===== src/rtl/pll_switch_defs.vh =====
// Purpose: Shared constants for the reference switch and holdover control.
// Assumes: 12-bit register addresses and 8-bit register data.
// Notes:   Offsets are byte addresses of the serial host register space.
`ifndef PLL_SWITCH_DEFS_VH
`define PLL_SWITCH_DEFS_VH

// Register offsets.
`define OFF_FORCE_HOLD    12'h435
`define OFF_SWITCH_CTRL   12'h436
`define OFF_FAULT_MASKS   12'h437
`define OFF_RANK_LOW      12'h438
`define OFF_RANK_HIGH     12'h439
`define OFF_HITLESS_METH  12'h43a
`define OFF_THRESH_LOW    12'h43b
`define OFF_THRESH_HIGH   12'h43c
`define OFF_COARSE_LEN    12'h43d
`define OFF_COARSE_DLY    12'h43e
`define OFF_STATUS        12'h43f

// Field positions.
`define FORCE_HOLD_BIT    0
`define POLICY_LSB        0
`define HITLESS_EN_BIT    2
`define LOS_MASK_LSB      0
`define OOF_MASK_LSB      4
`define RANK_A_LSB        0
`define RANK_B_LSB        4
`define METHOD_LSB        0
`define MEAS_CTRL_LSB     2
`define HIST_VALID_BIT    1
`define WIDE_BW_BIT       2

// Switching policy codes.
`define POLICY_MANUAL     2'h0
`define POLICY_NONREV     2'h1
`define POLICY_REVERT     2'h2

// Reset values and the highest usable rank.
`define RST_POLICY        2'h0
`define RST_METHOD        2'h1
`define RST_MEAS_CTRL     2'h0
`define RST_RANK0         3'h1
`define RST_RANK1         3'h2
`define RST_RANK2         3'h3
`define RST_RANK3         3'h4
`define RST_THRESH        10'h000
`define RST_COARSE        5'h00
`define RANK_MAX          3'h4

`endif


===== src/rtl/rank_selector.v =====
// Purpose: Picks the best eligible input by rank for automatic switching.
// Assumes: Rank 1 is most important, 0 and 5 to 7 are never picked.
// Notes:   Purely combinational; the caller registers the result.
`timescale 1ns/10ps
`include "pll_switch_defs.vh"

module rank_selector (
  // Candidate information
  input  wire [11:0] rank_i,
  input  wire [3:0]  valid_i,
  // Result
  output reg  [1:0]  best_o,
  output reg         found_o
);

  function [2:0] usable_rank;
    input [2:0] r;
    begin
      usable_rank = (r > `RANK_MAX) ? 3'h0 : r;
    end
  endfunction

  reg [2:0] best_rank;
  reg [2:0] r;
  integer   i;

  // Scanning downward with <= lets the lowest index win a tie.
  always @* begin
    best_o    = 2'h0;
    found_o   = 1'b0;
    best_rank = 3'h0;
    r         = 3'h0;
    for (i = 3; i >= 0; i = i - 1) begin
      r = usable_rank(rank_i[i*3 +: 3]);
      if (valid_i[i] && (r != 3'h0) &&
          (!found_o || r <= best_rank)) begin
        best_o    = i[1:0];
        best_rank = r;
        found_o   = 1'b1;
      end
    end
  end

endmodule


===== src/rtl/bandwidth_ctrl.v =====
// Purpose: Chooses between the normal and the wide fastlock loop bandwidth.
// Assumes: Lock-lost flag comes from the lock detector of this loop.
// Notes:   Acquisition begins each time the loop starts tracking an input.
`timescale 1ns/10ps

module bandwidth_ctrl (
  // Clock and reset
  input  wire clk_i,
  input  wire resetn_i,
  // Loop state
  input  wire tracking_i,
  input  wire track_start_i,
  input  wire lock_lost_flag_i,
  // Fastlock controls
  input  wire fastlock_manual_i,
  input  wire fastlock_auto_i,
  // Status
  output reg  wide_bandwidth_active_o
);

  reg  acquiring;
  reg  next_acquiring;

  always @* begin
    next_acquiring = acquiring;
    if (track_start_i) begin
      next_acquiring = 1'b1;
    end else if (!tracking_i || !lock_lost_flag_i) begin
      next_acquiring = 1'b0;
    end
  end

  always @(posedge clk_i or negedge resetn_i) begin
    if (!resetn_i) begin
      acquiring               <= 1'b0;
      wide_bandwidth_active_o <= 1'b0;
    end else begin
      acquiring               <= next_acquiring;
      wide_bandwidth_active_o <= fastlock_manual_i |
                                 (fastlock_auto_i & next_acquiring);
    end
  end

endmodule


===== src/rtl/pll_input_switch_holdover_ctrl.v =====
// Purpose: Reference selection, holdover and hitless control of one loop.
// Assumes: Register strobes and fault inputs are synchronous to clk_i.
// Notes:   Loop filter, history averaging and fault detectors live outside.
//
// Summary of operation
// - Force-holdover bit 0 low keeps tracking; high forces holdover/freerun.
// - Forced exit goes to freerun without history, holdover with history.
// - Policy field selects manual, automatic non-revertive or revertive.
// - Hitless enable bit 2 turns phase buildout on for input changes.
// - Per-input signal-loss mask bits drop that fault from automatic-mode validity only.
// - Per-input frequency-offset mask bits drop that fault from automatic-mode validity only.
// - Each input has a three-bit rank, two per byte at bits 2:0 and 6:4.
// - Automatic mode picks the valid input of rank 1 to 4 with best rank; non-revertive first keeps a usable current input.
// - Rank zero is never auto-picked but remains manually selectable.
// - Equal winning ranks resolve to the lowest-numbered input.
// - Ten-bit phase threshold spans the low byte and bits 9:8 next.
// - Five-bit coarse measurement length is held in its own register.
// - Five-bit coarse measurement delay is held in its own register.
// - History-valid status bit 1 tells holdover from freerun on failure.
// - Status bit 2 shows when the wide fastlock bandwidth is in use.
// - History stops on failure or switch, clears when tracking resumes.
// - Auto fastlock widens bandwidth while acquiring until lock is seen.
`timescale 1ns/10ps
`include "pll_switch_defs.vh"

module pll_input_switch_holdover_ctrl (
  // Clock and reset
  input  wire        clk_i,
  input  wire        resetn_i,
  // Register access
  input  wire [11:0] reg_addr_i,
  input  wire [7:0]  reg_wdata_i,
  input  wire        reg_write_i,
  input  wire        reg_read_i,
  output reg  [7:0]  reg_rdata_o,
  output reg         reg_rvalid_o,
  // Reference inputs
  input  wire [3:0]  signal_absent_fault_i,
  input  wire [3:0]  frequency_offset_fault_i,
  input  wire [1:0]  manual_select_i,
  // Loop feedback
  input  wire        lock_lost_flag_i,
  input  wire        history_ready_i,
  input  wire        fastlock_manual_i,
  input  wire        fastlock_auto_i,
  // Loop control
  output reg  [1:0]  selected_input_o,
  output reg         tracking_o,
  output reg         holdover_o,
  output reg         freerun_o,
  output reg         history_accumulate_o,
  output reg         history_clear_o,
  output wire        wide_bandwidth_active_o,
  // Hitless switching parameters
  output reg         hitless_enable_o,
  output reg  [1:0]  hitless_method_o,
  output reg  [1:0]  phase_measure_ctrl_o,
  output reg  [9:0]  phase_measure_threshold_o,
  output reg  [4:0]  coarse_measure_length_o,
  output reg  [4:0]  coarse_measure_delay_o
);

  // One-hot loop states.
  localparam [2:0] ST_TRACK = 3'h1;
  localparam [2:0] ST_HOLD  = 3'h2;
  localparam [2:0] ST_FREE  = 3'h4;

  // Control registers.
  reg        force_holdover;
  reg [1:0]  switching_policy;
  reg [3:0]  signal_absent_mask;
  reg [3:0]  freq_offset_mask;
  reg [2:0]  input0_rank;
  reg [2:0]  input1_rank;
  reg [2:0]  input2_rank;
  reg [2:0]  input3_rank;
  reg        history_valid_status;

  // Loop state.
  reg [2:0]  state;
  reg [2:0]  next_state;
  reg [1:0]  next_select;
  reg        next_good;
  reg        next_hist_valid;
  reg        track_start;

  wire [3:0]  raw_ok;
  wire [3:0]  auto_valid;
  wire [11:0] rank_vec;
  wire [3:0]  rank_nonzero;
  wire [1:0]  best_input;
  wire        best_found;
  wire        keep_current;
  wire        write_hit;

  function is_addr;
    input [11:0] a;
    input [11:0] b;
    begin
      is_addr = (a == b);
    end
  endfunction

  function rank_usable;
    input [2:0] r;
    begin
      rank_usable = (r != 3'h0) && (r <= `RANK_MAX);
    end
  endfunction

  assign write_hit = reg_write_i;

  // Fault qualification for the manual and the automatic selector.
  assign raw_ok     = ~(signal_absent_fault_i | frequency_offset_fault_i);
  assign auto_valid = ~((signal_absent_fault_i & ~signal_absent_mask) |
                        (frequency_offset_fault_i & ~freq_offset_mask));

  assign rank_vec = {input3_rank, input2_rank, input1_rank, input0_rank};
  assign rank_nonzero = {rank_usable(input3_rank), rank_usable(input2_rank),
                         rank_usable(input1_rank), rank_usable(input0_rank)};

  rank_selector u_rank_selector (
    .rank_i  (rank_vec),
    .valid_i (auto_valid),
    .best_o  (best_input),
    .found_o (best_found)
  );

  // Non-revertive mode sticks with a current input that is still usable.
  assign keep_current = (switching_policy == `POLICY_NONREV) &&
                        auto_valid[selected_input_o] &&
                        rank_nonzero[selected_input_o];

  // Input choice and whether the chosen input can be tracked.
  always @* begin
    next_select = selected_input_o;
    next_good   = 1'b0;
    case (switching_policy)
      `POLICY_NONREV, `POLICY_REVERT: begin
        if (keep_current) begin
          next_good = 1'b1;
        end else if (best_found) begin
          next_select = best_input;
          next_good   = 1'b1;
        end
      end
      default: begin
        next_select = manual_select_i;
        next_good   = raw_ok[manual_select_i];
      end
    endcase
  end

  // Loop state: an input switch passes one cycle outside tracking so
  // that the history stops and is cleared on the new input.
  always @* begin
    next_state = ST_TRACK;
    if (force_holdover || !next_good ||
        (state == ST_TRACK && next_select != selected_input_o)) begin
      next_state = history_valid_status ? ST_HOLD : ST_FREE;
    end
  end

  // History validity tracking.
  always @* begin
    next_hist_valid = history_valid_status;
    track_start     = 1'b0;
    case (state)
      ST_TRACK: begin
        if (next_state == ST_TRACK && history_ready_i) begin
          next_hist_valid = 1'b1;
        end
      end
      ST_HOLD, ST_FREE: begin
        if (next_state == ST_TRACK) begin
          next_hist_valid = 1'b0;
          track_start     = 1'b1;
        end
      end
      default: begin
        next_hist_valid = 1'b0;
      end
    endcase
  end

  always @(posedge clk_i or negedge resetn_i) begin
    if (!resetn_i) begin
      state                <= ST_FREE;
      selected_input_o     <= 2'h0;
      tracking_o           <= 1'b0;
      holdover_o           <= 1'b0;
      freerun_o            <= 1'b1;
      history_valid_status <= 1'b0;
      history_accumulate_o <= 1'b0;
      history_clear_o      <= 1'b0;
    end else begin
      state                <= next_state;
      selected_input_o     <= next_select;
      tracking_o           <= (next_state == ST_TRACK);
      holdover_o           <= (next_state == ST_HOLD);
      freerun_o            <= (next_state == ST_FREE);
      history_valid_status <= next_hist_valid;
      history_accumulate_o <= (next_state == ST_TRACK);
      history_clear_o      <= track_start;
    end
  end

  bandwidth_ctrl u_bandwidth_ctrl (
    .clk_i                   (clk_i),
    .resetn_i                (resetn_i),
    .tracking_i              (state == ST_TRACK),
    .track_start_i           (track_start),
    .lock_lost_flag_i        (lock_lost_flag_i),
    .fastlock_manual_i       (fastlock_manual_i),
    .fastlock_auto_i         (fastlock_auto_i),
    .wide_bandwidth_active_o (wide_bandwidth_active_o)
  );

  // Register writes.
  always @(posedge clk_i or negedge resetn_i) begin
    if (!resetn_i) begin
      force_holdover            <= 1'b0;
      switching_policy          <= `RST_POLICY;
      hitless_enable_o          <= 1'b0;
      signal_absent_mask        <= 4'h0;
      freq_offset_mask          <= 4'h0;
      input0_rank               <= `RST_RANK0;
      input1_rank               <= `RST_RANK1;
      input2_rank               <= `RST_RANK2;
      input3_rank               <= `RST_RANK3;
      hitless_method_o          <= `RST_METHOD;
      phase_measure_ctrl_o      <= `RST_MEAS_CTRL;
      phase_measure_threshold_o <= `RST_THRESH;
      coarse_measure_length_o   <= `RST_COARSE;
      coarse_measure_delay_o    <= `RST_COARSE;
    end else if (write_hit) begin
      if (is_addr(reg_addr_i, `OFF_FORCE_HOLD)) begin
        force_holdover <= reg_wdata_i[`FORCE_HOLD_BIT];
      end
      if (is_addr(reg_addr_i, `OFF_SWITCH_CTRL)) begin
        switching_policy <= reg_wdata_i[`POLICY_LSB +: 2];
        hitless_enable_o <= reg_wdata_i[`HITLESS_EN_BIT];
      end
      if (is_addr(reg_addr_i, `OFF_FAULT_MASKS)) begin
        signal_absent_mask <= reg_wdata_i[`LOS_MASK_LSB +: 4];
        freq_offset_mask   <= reg_wdata_i[`OOF_MASK_LSB +: 4];
      end
      if (is_addr(reg_addr_i, `OFF_RANK_LOW)) begin
        input0_rank <= reg_wdata_i[`RANK_A_LSB +: 3];
        input1_rank <= reg_wdata_i[`RANK_B_LSB +: 3];
      end
      if (is_addr(reg_addr_i, `OFF_RANK_HIGH)) begin
        input2_rank <= reg_wdata_i[`RANK_A_LSB +: 3];
        input3_rank <= reg_wdata_i[`RANK_B_LSB +: 3];
      end
      if (is_addr(reg_addr_i, `OFF_HITLESS_METH)) begin
        hitless_method_o     <= reg_wdata_i[`METHOD_LSB +: 2];
        phase_measure_ctrl_o <= reg_wdata_i[`MEAS_CTRL_LSB +: 2];
      end
      if (is_addr(reg_addr_i, `OFF_THRESH_LOW)) begin
        phase_measure_threshold_o[7:0] <= reg_wdata_i;
      end
      if (is_addr(reg_addr_i, `OFF_THRESH_HIGH)) begin
        phase_measure_threshold_o[9:8] <= reg_wdata_i[1:0];
      end
      if (is_addr(reg_addr_i, `OFF_COARSE_LEN)) begin
        coarse_measure_length_o <= reg_wdata_i[4:0];
      end
      if (is_addr(reg_addr_i, `OFF_COARSE_DLY)) begin
        coarse_measure_delay_o <= reg_wdata_i[4:0];
      end
    end
  end

  // Read multiplexer; unused bits and unmapped addresses read as zero.
  reg [7:0] next_rdata;

  always @* begin
    next_rdata = 8'h00;
    case (reg_addr_i)
      `OFF_FORCE_HOLD: begin
        next_rdata[`FORCE_HOLD_BIT] = force_holdover;
      end
      `OFF_SWITCH_CTRL: begin
        next_rdata[`POLICY_LSB +: 2] = switching_policy;
        next_rdata[`HITLESS_EN_BIT]  = hitless_enable_o;
      end
      `OFF_FAULT_MASKS: begin
        next_rdata = {freq_offset_mask, signal_absent_mask};
      end
      `OFF_RANK_LOW: begin
        next_rdata = {1'b0, input1_rank, 1'b0, input0_rank};
      end
      `OFF_RANK_HIGH: begin
        next_rdata = {1'b0, input3_rank, 1'b0, input2_rank};
      end
      `OFF_HITLESS_METH: begin
        next_rdata = {4'h0, phase_measure_ctrl_o, hitless_method_o};
      end
      `OFF_THRESH_LOW: begin
        next_rdata = phase_measure_threshold_o[7:0];
      end
      `OFF_THRESH_HIGH: begin
        next_rdata = {6'h00, phase_measure_threshold_o[9:8]};
      end
      `OFF_COARSE_LEN: begin
        next_rdata = {3'h0, coarse_measure_length_o};
      end
      `OFF_COARSE_DLY: begin
        next_rdata = {3'h0, coarse_measure_delay_o};
      end
      `OFF_STATUS: begin
        next_rdata[`HIST_VALID_BIT] = history_valid_status;
        next_rdata[`WIDE_BW_BIT]    = wide_bandwidth_active_o;
      end
      default: begin
        next_rdata = 8'h00;
      end
    endcase
  end

  always @(posedge clk_i or negedge resetn_i) begin
    if (!resetn_i) begin
      reg_rdata_o  <= 8'h00;
      reg_rvalid_o <= 1'b0;
    end else begin
      reg_rvalid_o <= reg_read_i;
      if (reg_read_i) begin
        reg_rdata_o <= next_rdata;
      end
    end
  end

endmodule


===== config.mk =====
export PLATFORM = sky130hd
export DESIGN_NAME = pll_input_switch_holdover_ctrl
export DESIGN_NICKNAME = d
export VERILOG_FILES = /design/src/rtl/rank_selector.v /design/src/rtl/bandwidth_ctrl.v /design/src/rtl/pll_input_switch_holdover_ctrl.v
export VERILOG_INCLUDE_DIRS = /design/src /design/src/rtl
export SDC_FILE = /design/constraint.sdc
export NUM_CORES = 1
export LEC_CHECK = 0
export ABC_AREA = 1
export BUFFER_PORTS_ARGS = -buffer_cell sky130_fd_sc_hd__buf_4
export CELL_PAD_IN_SITES_DETAIL_PLACEMENT = 2
export CELL_PAD_IN_SITES_GLOBAL_PLACEMENT = 2
export CORE_MARGIN = 3
export CORE_UTILIZATION = 31
export DETAILED_ROUTE_END_ITERATION = 8
export PLACE_DENSITY_LB_ADDON = 0.05
export RECOVER_POWER = 100
export SKIP_LAST_GASP = 1
export SYNTH_ARGS = -nofsm -noshare
export SYNTH_HDL_FRONTEND = slang
export SYNTH_SLANG_ARGS = --single-unit

===== constraint.sdc =====
create_clock -name clk_i -period 5.61 [get_ports clk_i]
set_clock_uncertainty 0.2 [all_clocks]
set_input_delay 0.2805 -clock clk_i [delete_from_list [all_inputs] [get_ports clk_i]]
set_output_delay 0.2805 -clock clk_i [all_outputs]
set_load 0.1 [all_outputs]

---- Word-level counts from Yosys, hierarchy flattened ----
Index checks and enable logic that the tools add are counted.
cells by class
  muxes and demuxes ....................... 39
  order comparisons ....................... 13
  reduce and logical (&&, ||, !) cells .... 48
  bitwise gates (word level) .............. 10
  eq/ne operators ......................... 22
operators by type and width
  operator                                                    number
  equality test 12 x 11 -> 1 bit, second input constant       11
  case mux 5 bit (7 select lines)                             1
  2-to-1 mux 3 bit                                            9
  nonzero test 3 bit                                          8
  AND reduction 2 bit                                         11
  case mux 2 bit (10 select lines)                            1
  2-to-1 mux 1 bit                                            16
  inverter 4 bit                                              4
  logical AND 1 bit                                           15
  2-to-1 mux 2 bit                                            7
  > comparator 3 bit, second input constant                   4
  <= comparator 3 bit, second input constant                  4
  case mux 1 bit (10 select lines)                            1
  <= comparator 3 bit                                         3
  bitwise AND 4 bit                                           2
  bitwise OR 4 bit                                            2
  binary-select mux 1 bit (select 2 bit)                      3
  equality test 3 x 1 -> 1 bit, second input constant         2
  equality test 3 x 2 -> 1 bit, second input constant         2
  equality test 3 bit, second input constant                  2
  logical NOT 1 bit                                           6
  logical OR 1 bit                                            6
  less-than comparator 2 x 3 -> 1 bit, second input constant  2
  != test 2 bit, second input constant                        2
  other kinds (7)                                             8
word-level totals
  output and inout bits ................... 42
  flip-flop bits (word level) ............. 69
  bits of input ports ..................... 38
  word-level logic and storage cells ...... 158

---- Logic depth before layout (Yosys ltp) ----
  word-level depth ........................ 31
  depth in mapped cells ................... 47

---- Hierarchy ----
A second synthesis with hierarchy kept.
second synthesis, totals
  cell total of the unflattened synthesis .. 534
  area total of the unflattened synthesis .. 4022.6 µm²
by module, submodules not included
  module                          instances  cells an instance  area each (µm²)
  pll_input_switch_holdover_ctrl  1          413                3334.4
  rank_selector                   1          113                611.8
  bandwidth_ctrl                  1          8                  76.3

---- Worst setup path before layout ----
OpenSTA, ideal clock, no wires.
  path kind ............................... register to register
  from .................................... register input3_rank[1]
  to ...................................... register u_bandwidth_ctrl.wide_bandwidth_active_o
  clock period less this slack ............ 4.570 ns
  cell stages (with the launch flop) ...... 46
  path slack .............................. 1.040 ns
  data required time ...................... 5.295 ns
  data arrival time ....................... 4.255 ns
  buffers on the path ..................... 0
  cell sequence ........................... dfrtp_1 nor2_1 inv_1 ha_1 inv_1 nand2_1 nand3b_1 nand2_2 inv_1 nand3_1 ha_1 nand2_1 nor2_1 nor2_1 nor2_1 nand2_1 nand3_1 o21ai_0 (+10 left out) a21oi_1 o21ai_0 nand2_1 nand2_1 nand2_1 inv_1 nand3_1 nand3_2 nand2_2 nand2_1 nand2_1 inv_2 nand2_2 nand2_4 nand3_2 nand2_2 nand2_2 nand2_2
on the way
  longest elaborated chain between the ends .. 30
ends and longest elaborated chain
  what                                                      line                                  text
  from (decl)                                               pll_input_switch_holdover_ctrl.v:76   reg [2:0] input3_rank;
  from (signal assigned)                                    pll_input_switch_holdover_ctrl.v:230  input3_rank <= `RST_RANK3;
  from (signal assigned)                                    pll_input_switch_holdover_ctrl.v:254  input3_rank <= reg_wdata_i[`RANK_B_LSB +: 3];
  > comparator 3 bit (no source line)                       -
  2-to-1 mux 3 bit                                          rank_selector.v:19                    usable_rank = (r > `RANK_MAX) ? 3'h0 : r;
  nonzero test 3 bit                                        rank_selector.v:35                    if (valid_i[i] && (r != 3'h0) &&
  logical AND 1 bit                                         rank_selector.v:35
  2-to-1 mux 3 bit or 2-to-1 mux 1 bit (tied branches)      rank_selector.v:35
  <= comparator 3 bit or logical NOT 1 bit (tied branches)  rank_selector.v:36                    (!found_o || r <= best_rank)) begin
  logical OR 1 bit                                          rank_selector.v:36
  logical AND 1 bit                                         rank_selector.v:35
  (+15 left out)                                            -
  2-to-1 mux 3 bit (*)                                      pll_input_switch_holdover_ctrl.v:158  if (force_holdover || !next_good ||
  equality test 3 x 1 -> 1 bit (*)                          pll_input_switch_holdover_ctrl.v:175  if (next_state == ST_TRACK) begin
  2-to-1 mux 1 bit (*)                                      pll_input_switch_holdover_ctrl.v:175
  2-to-1 mux 1 bit (*)                                      pll_input_switch_holdover_ctrl.v:168  case (state)
  2-to-1 mux 1 bit (*)                                      bandwidth_ctrl.v:26                   if (track_start_i) begin
  net u_bandwidth_ctrl.next_acquiring                       bandwidth_ctrl.v:22                   reg next_acquiring;
  bitwise AND 1 bit (*)                                     bandwidth_ctrl.v:40                   (fastlock_auto_i & next_acquiring);
  bitwise OR 1 bit (*)                                      bandwidth_ctrl.v:39                   wide_bandwidth_active_o <= fastlock_manual_i |
  to (signal assigned)                                      bandwidth_ctrl.v:39
  to (decl)                                                 bandwidth_ctrl.v:18                   output reg wide_bandwidth_active_o
The timed path passes the listed nets; every way through them passes the cells marked *. The select of a mux whose other input is x is not followed.
A chain may end at the register's enable or synchronous reset.

---- Final worst setup path ----
Ends and elaborated chain as after synthesis.

==> results.toml <==
[run_status]
status = "finished, violations left"
violations = "max-capacitance violations, max-slew violations"

[routing]
vias = 3840
routedWlPerCell_um = 18.2
dr.first_iter.drc_count = 134
routed_wl_um = 14300
drc_errors = 0
ant_nets = 0
drt_pass1_iterations = 4
via_per_inst = 4.89

[floorplan]
die_width_um = 119
dieArea_sq_um = 14200
coreArea_sq_um = 12300
pin_count = 80
die_y_um = 119
num_rows = 40
initial_core_util_pct = 32.5

[hold_path]
hold_path_class = "input port to flop"

[pwr]
p_sw_uw = 307
power_frac_seq_pct = 41.9
leakage_nw = 2.41
ir_worst_vdd_v = 0.000140
p_per_area_nw_per_um2 = 239
intPower_uw = 878
switching_share_pct = 25.9
pwr-share-clk_pct = 48.2
comb_power_share_pct = 9.9

[setup_path]
arrival_ns = 5.11
path_common_cell = "nand2_1"
required_ns = 5.64
path_class = "flop to flop"
cp-end-kind = "flop"
max_stage_delay_ns = 0.43
critPathSlowestCell = "dfrtp_2"
startpoint_type = "flop"
worstPathMaxFanout = 7

[global_routing]
grt_max_degree = 68
gr-usage-all-layers_pct = 21.4
grt_pass1_vias = 4357
grt_pass1_wl_um = 23600
gr-total-overflow = 0
antenna_found_initial = 0

[cells_and_area]
nNetsFinal = 669
diodes = 0
syn2layout_area_growth_pct = 24.3
regArea_sq_um = 1690
instances_no_fill = 786
fin_util_pct = 40.4
fill_cells = 1497
final_layout_size_suffix_gt1_share_pct = 19.1
multiInputGateArea_sq_um = 1910

[placement]
placed_cells = 763
place_congestion = 0.825
io_buffers = 79
hpwl_um = 11400

[synthesis]
syn_inst = 525
synth_top_cells_by_count = "128 x nand2_1, 72 x inv_1, 60 x dfrtp_1"
synth_area_sq_um = 3980
synth_nets = 581
async_reset_ff_share_pct = 100
yosysMostFrequentCell = "nand2_1"
synth_top_cell_by_area = "dfrtp_1"
synth_top_area_share_pct = 37.7
synth-main-ff-cell = "dfrtp_1"
ys_types = 37
synth-seq-cells = 67
synth_area_leaders = "dfrtp_1 38%, nand2_1 12%, inv_1 6.8%, ha_1 5.7%, dfstp_2 4.6%"
yosys_warnings = 0
syn_area_per_cell_sq_um = 7.59
synth_enable_flop_cells = 0
yosysSeqAreaShare_pct = 42.3

[clock_tree]
cts_root_buf = "clkbuf_16"
clkLatencyLatePin_ns = 0.34
cts_made_buffers = 9
path_clk_slew_ns = 0.06
clkSinkCount = 67
clockBufferDepth = 2
cts_tree = "done"
htree_levels = 3

[timing]
setup_violations = 0
finalCritPeriodShare_pct = 90.5
period_needed_ns = 5.08
slew_viol_final = 68
fmax_mhz = 197
fin_hold_ws_ns = 0.0322
tightest_slew_ns = 3.72
hold_violations = 0
relSlewSlack_pct = -148

[run]
maxCapViolCount = 1
[registers in the layout, summed over array words and instances, names as in the netlist, 3 cells and up]
signal,count
coarse_measure_delay_o,5
input1_rank,3
phase_measure_threshold_o,10
input3_rank,3
input2_rank,3
input0_rank,3
freq_offset_mask,4
coarse_measure_length_o,5
signal_absent_mask,4
reg_rdata_o,8
[cell type report]
cell class	count	area share, %
Multi-Input combinational cell	353	38.5
Sequential cell	67	34.1
Timing Repair Buffer	86	9.91
Inverter	96	7.28
Clock buffer	12	4.98
Tap cell	168	4.25
Clock inverter	4	1.01
[final timing paths]
| kind | cells past startpoint | slack [ns] | from | endpoint |
|---|---|---|---|---|
| worst max-delay path | 45 | 0.53 | input3_rank[1] | u_bandwidth_ctrl.wide_bandwidth_active_o |
| worst min-delay path | 3 | 0.03 | lock_lost_flag_i | u_bandwidth_ctrl.acquiring |
| worst max register to register | 45 | 0.53 | input3_rank[1] | u_bandwidth_ctrl.wide_bandwidth_active_o |
| worst min register to register | 2 | 0.30 | freq_offset_mask[3] | freq_offset_mask[3] |
| max in group asynchronous | 2 | 1.26 | resetn_i | input3_rank[0] |
| min in group asynchronous | 2 | 1.56 | resetn_i | phase_measure_threshold_o[9] |
[what timing repair did]
action                                 4_1_cts  5_1_grt
hold buffers                                 4        0
setup endpoints to repair                    0        8
resized for setup                            0       16
endpoints found under the hold margin       62        0
buffers inserted                             0        3
[cells in the final DEF, fill, tap and decap left out, types with 2 or more instances in the layout]
| cell | instances |
|---|---|
| mux2_2 | 4 |
| nor3_1 | 4 |
| nor4_1 | 4 |
| ha_1 | 18 |
| clkbuf_16 | 9 |
| dlygate4sd3_1 | 4 |
| a22o_1 | 3 |
| a21oi_1 | 2 |
| nand3_2 | 4 |
| inv_1 | 73 |
| clkinvlp_4 | 2 |
| o21ai_2 | 2 |
| nand2_2 | 15 |
| o2111ai_1 | 4 |
| dfstp_2 | 7 |
| nand3_1 | 26 |
| dfrtp_2 | 2 |
| buf_4 | 37 |
| nand3b_1 | 2 |
| nand2_1 | 128 |
| nand2_4 | 2 |
| clkbuf_1 | 46 |
| nor2_2 | 4 |
| inv_2 | 22 |
| dfrtp_1 | 58 |
| nand4_1 | 8 |
| o21ai_1 | 8 |
| a211oi_1 | 3 |
| o21ai_0 | 53 |
| o22ai_1 | 2 |
| a221oi_1 | 3 |
| nor2_1 | 44 |
[per-stage QoR]
stage | setup TNS, ns | setup WS (ns) | cell area, sq um | total power, mW
floorplan | 0 | 1.04 | 3980 | 0.569
global placement | 0 | 0.678 | 4750 | 0.624
CTS | 0 | 0.277 | 5080 | 1.20
detailed placement | 0 | 0.278 | 4750 | 0.627
global route | -0.0908 | -0.0505 | 4950 | 1.23
finish | 0 | 0.531 | 4950 | 1.19
[cell families (layout without fill, tap and decap cells)]
kind of cell / count (synthesis) / count (layout) / synth area share, %
simple gates: 244 / 244 / 28.1
buf+inv: 105 / 198 / 10.1
compound gates: 86 / 86 / 12.5
flops: 67 / 67 / 42.3
fa+ha+maj: 18 / 18 / 5.65
mux: 5 / 5 / 1.38
[critical path: cells and delay by family, from the launching register on]
family	cells	cell delay, ns
compound gates	4	0.36
flops	1	0.43
buf+inv	5	0.31
fa+ha+maj	4	1.13
simple gates	32	2.55
[power groups by stage]
stage          sequential, mW  clock [mW]  combinational, mW
3_3_place_gp            0.505           0              0.119
2_1_floorplan           0.532           0             0.0372
4_1_cts                 0.497       0.581              0.125
6_report                0.497       0.572              0.117
5_1_grt                 0.497       0.606              0.129
3_5_place_dp            0.505           0              0.122
[layer usage]
metal | vias to the layer above | share of wire, % | GRT usage [%]
li1 | 1861 | - | -
met1 | 1896 | 44 | 27.2
met2 | 66 | 51 | 36.6
met3 | 17 | 3.0 | 3.66
met4 | 0 | 2.3 | 7.23
met5 | - | 0 | 0
(Power assumes the default switching activity.)
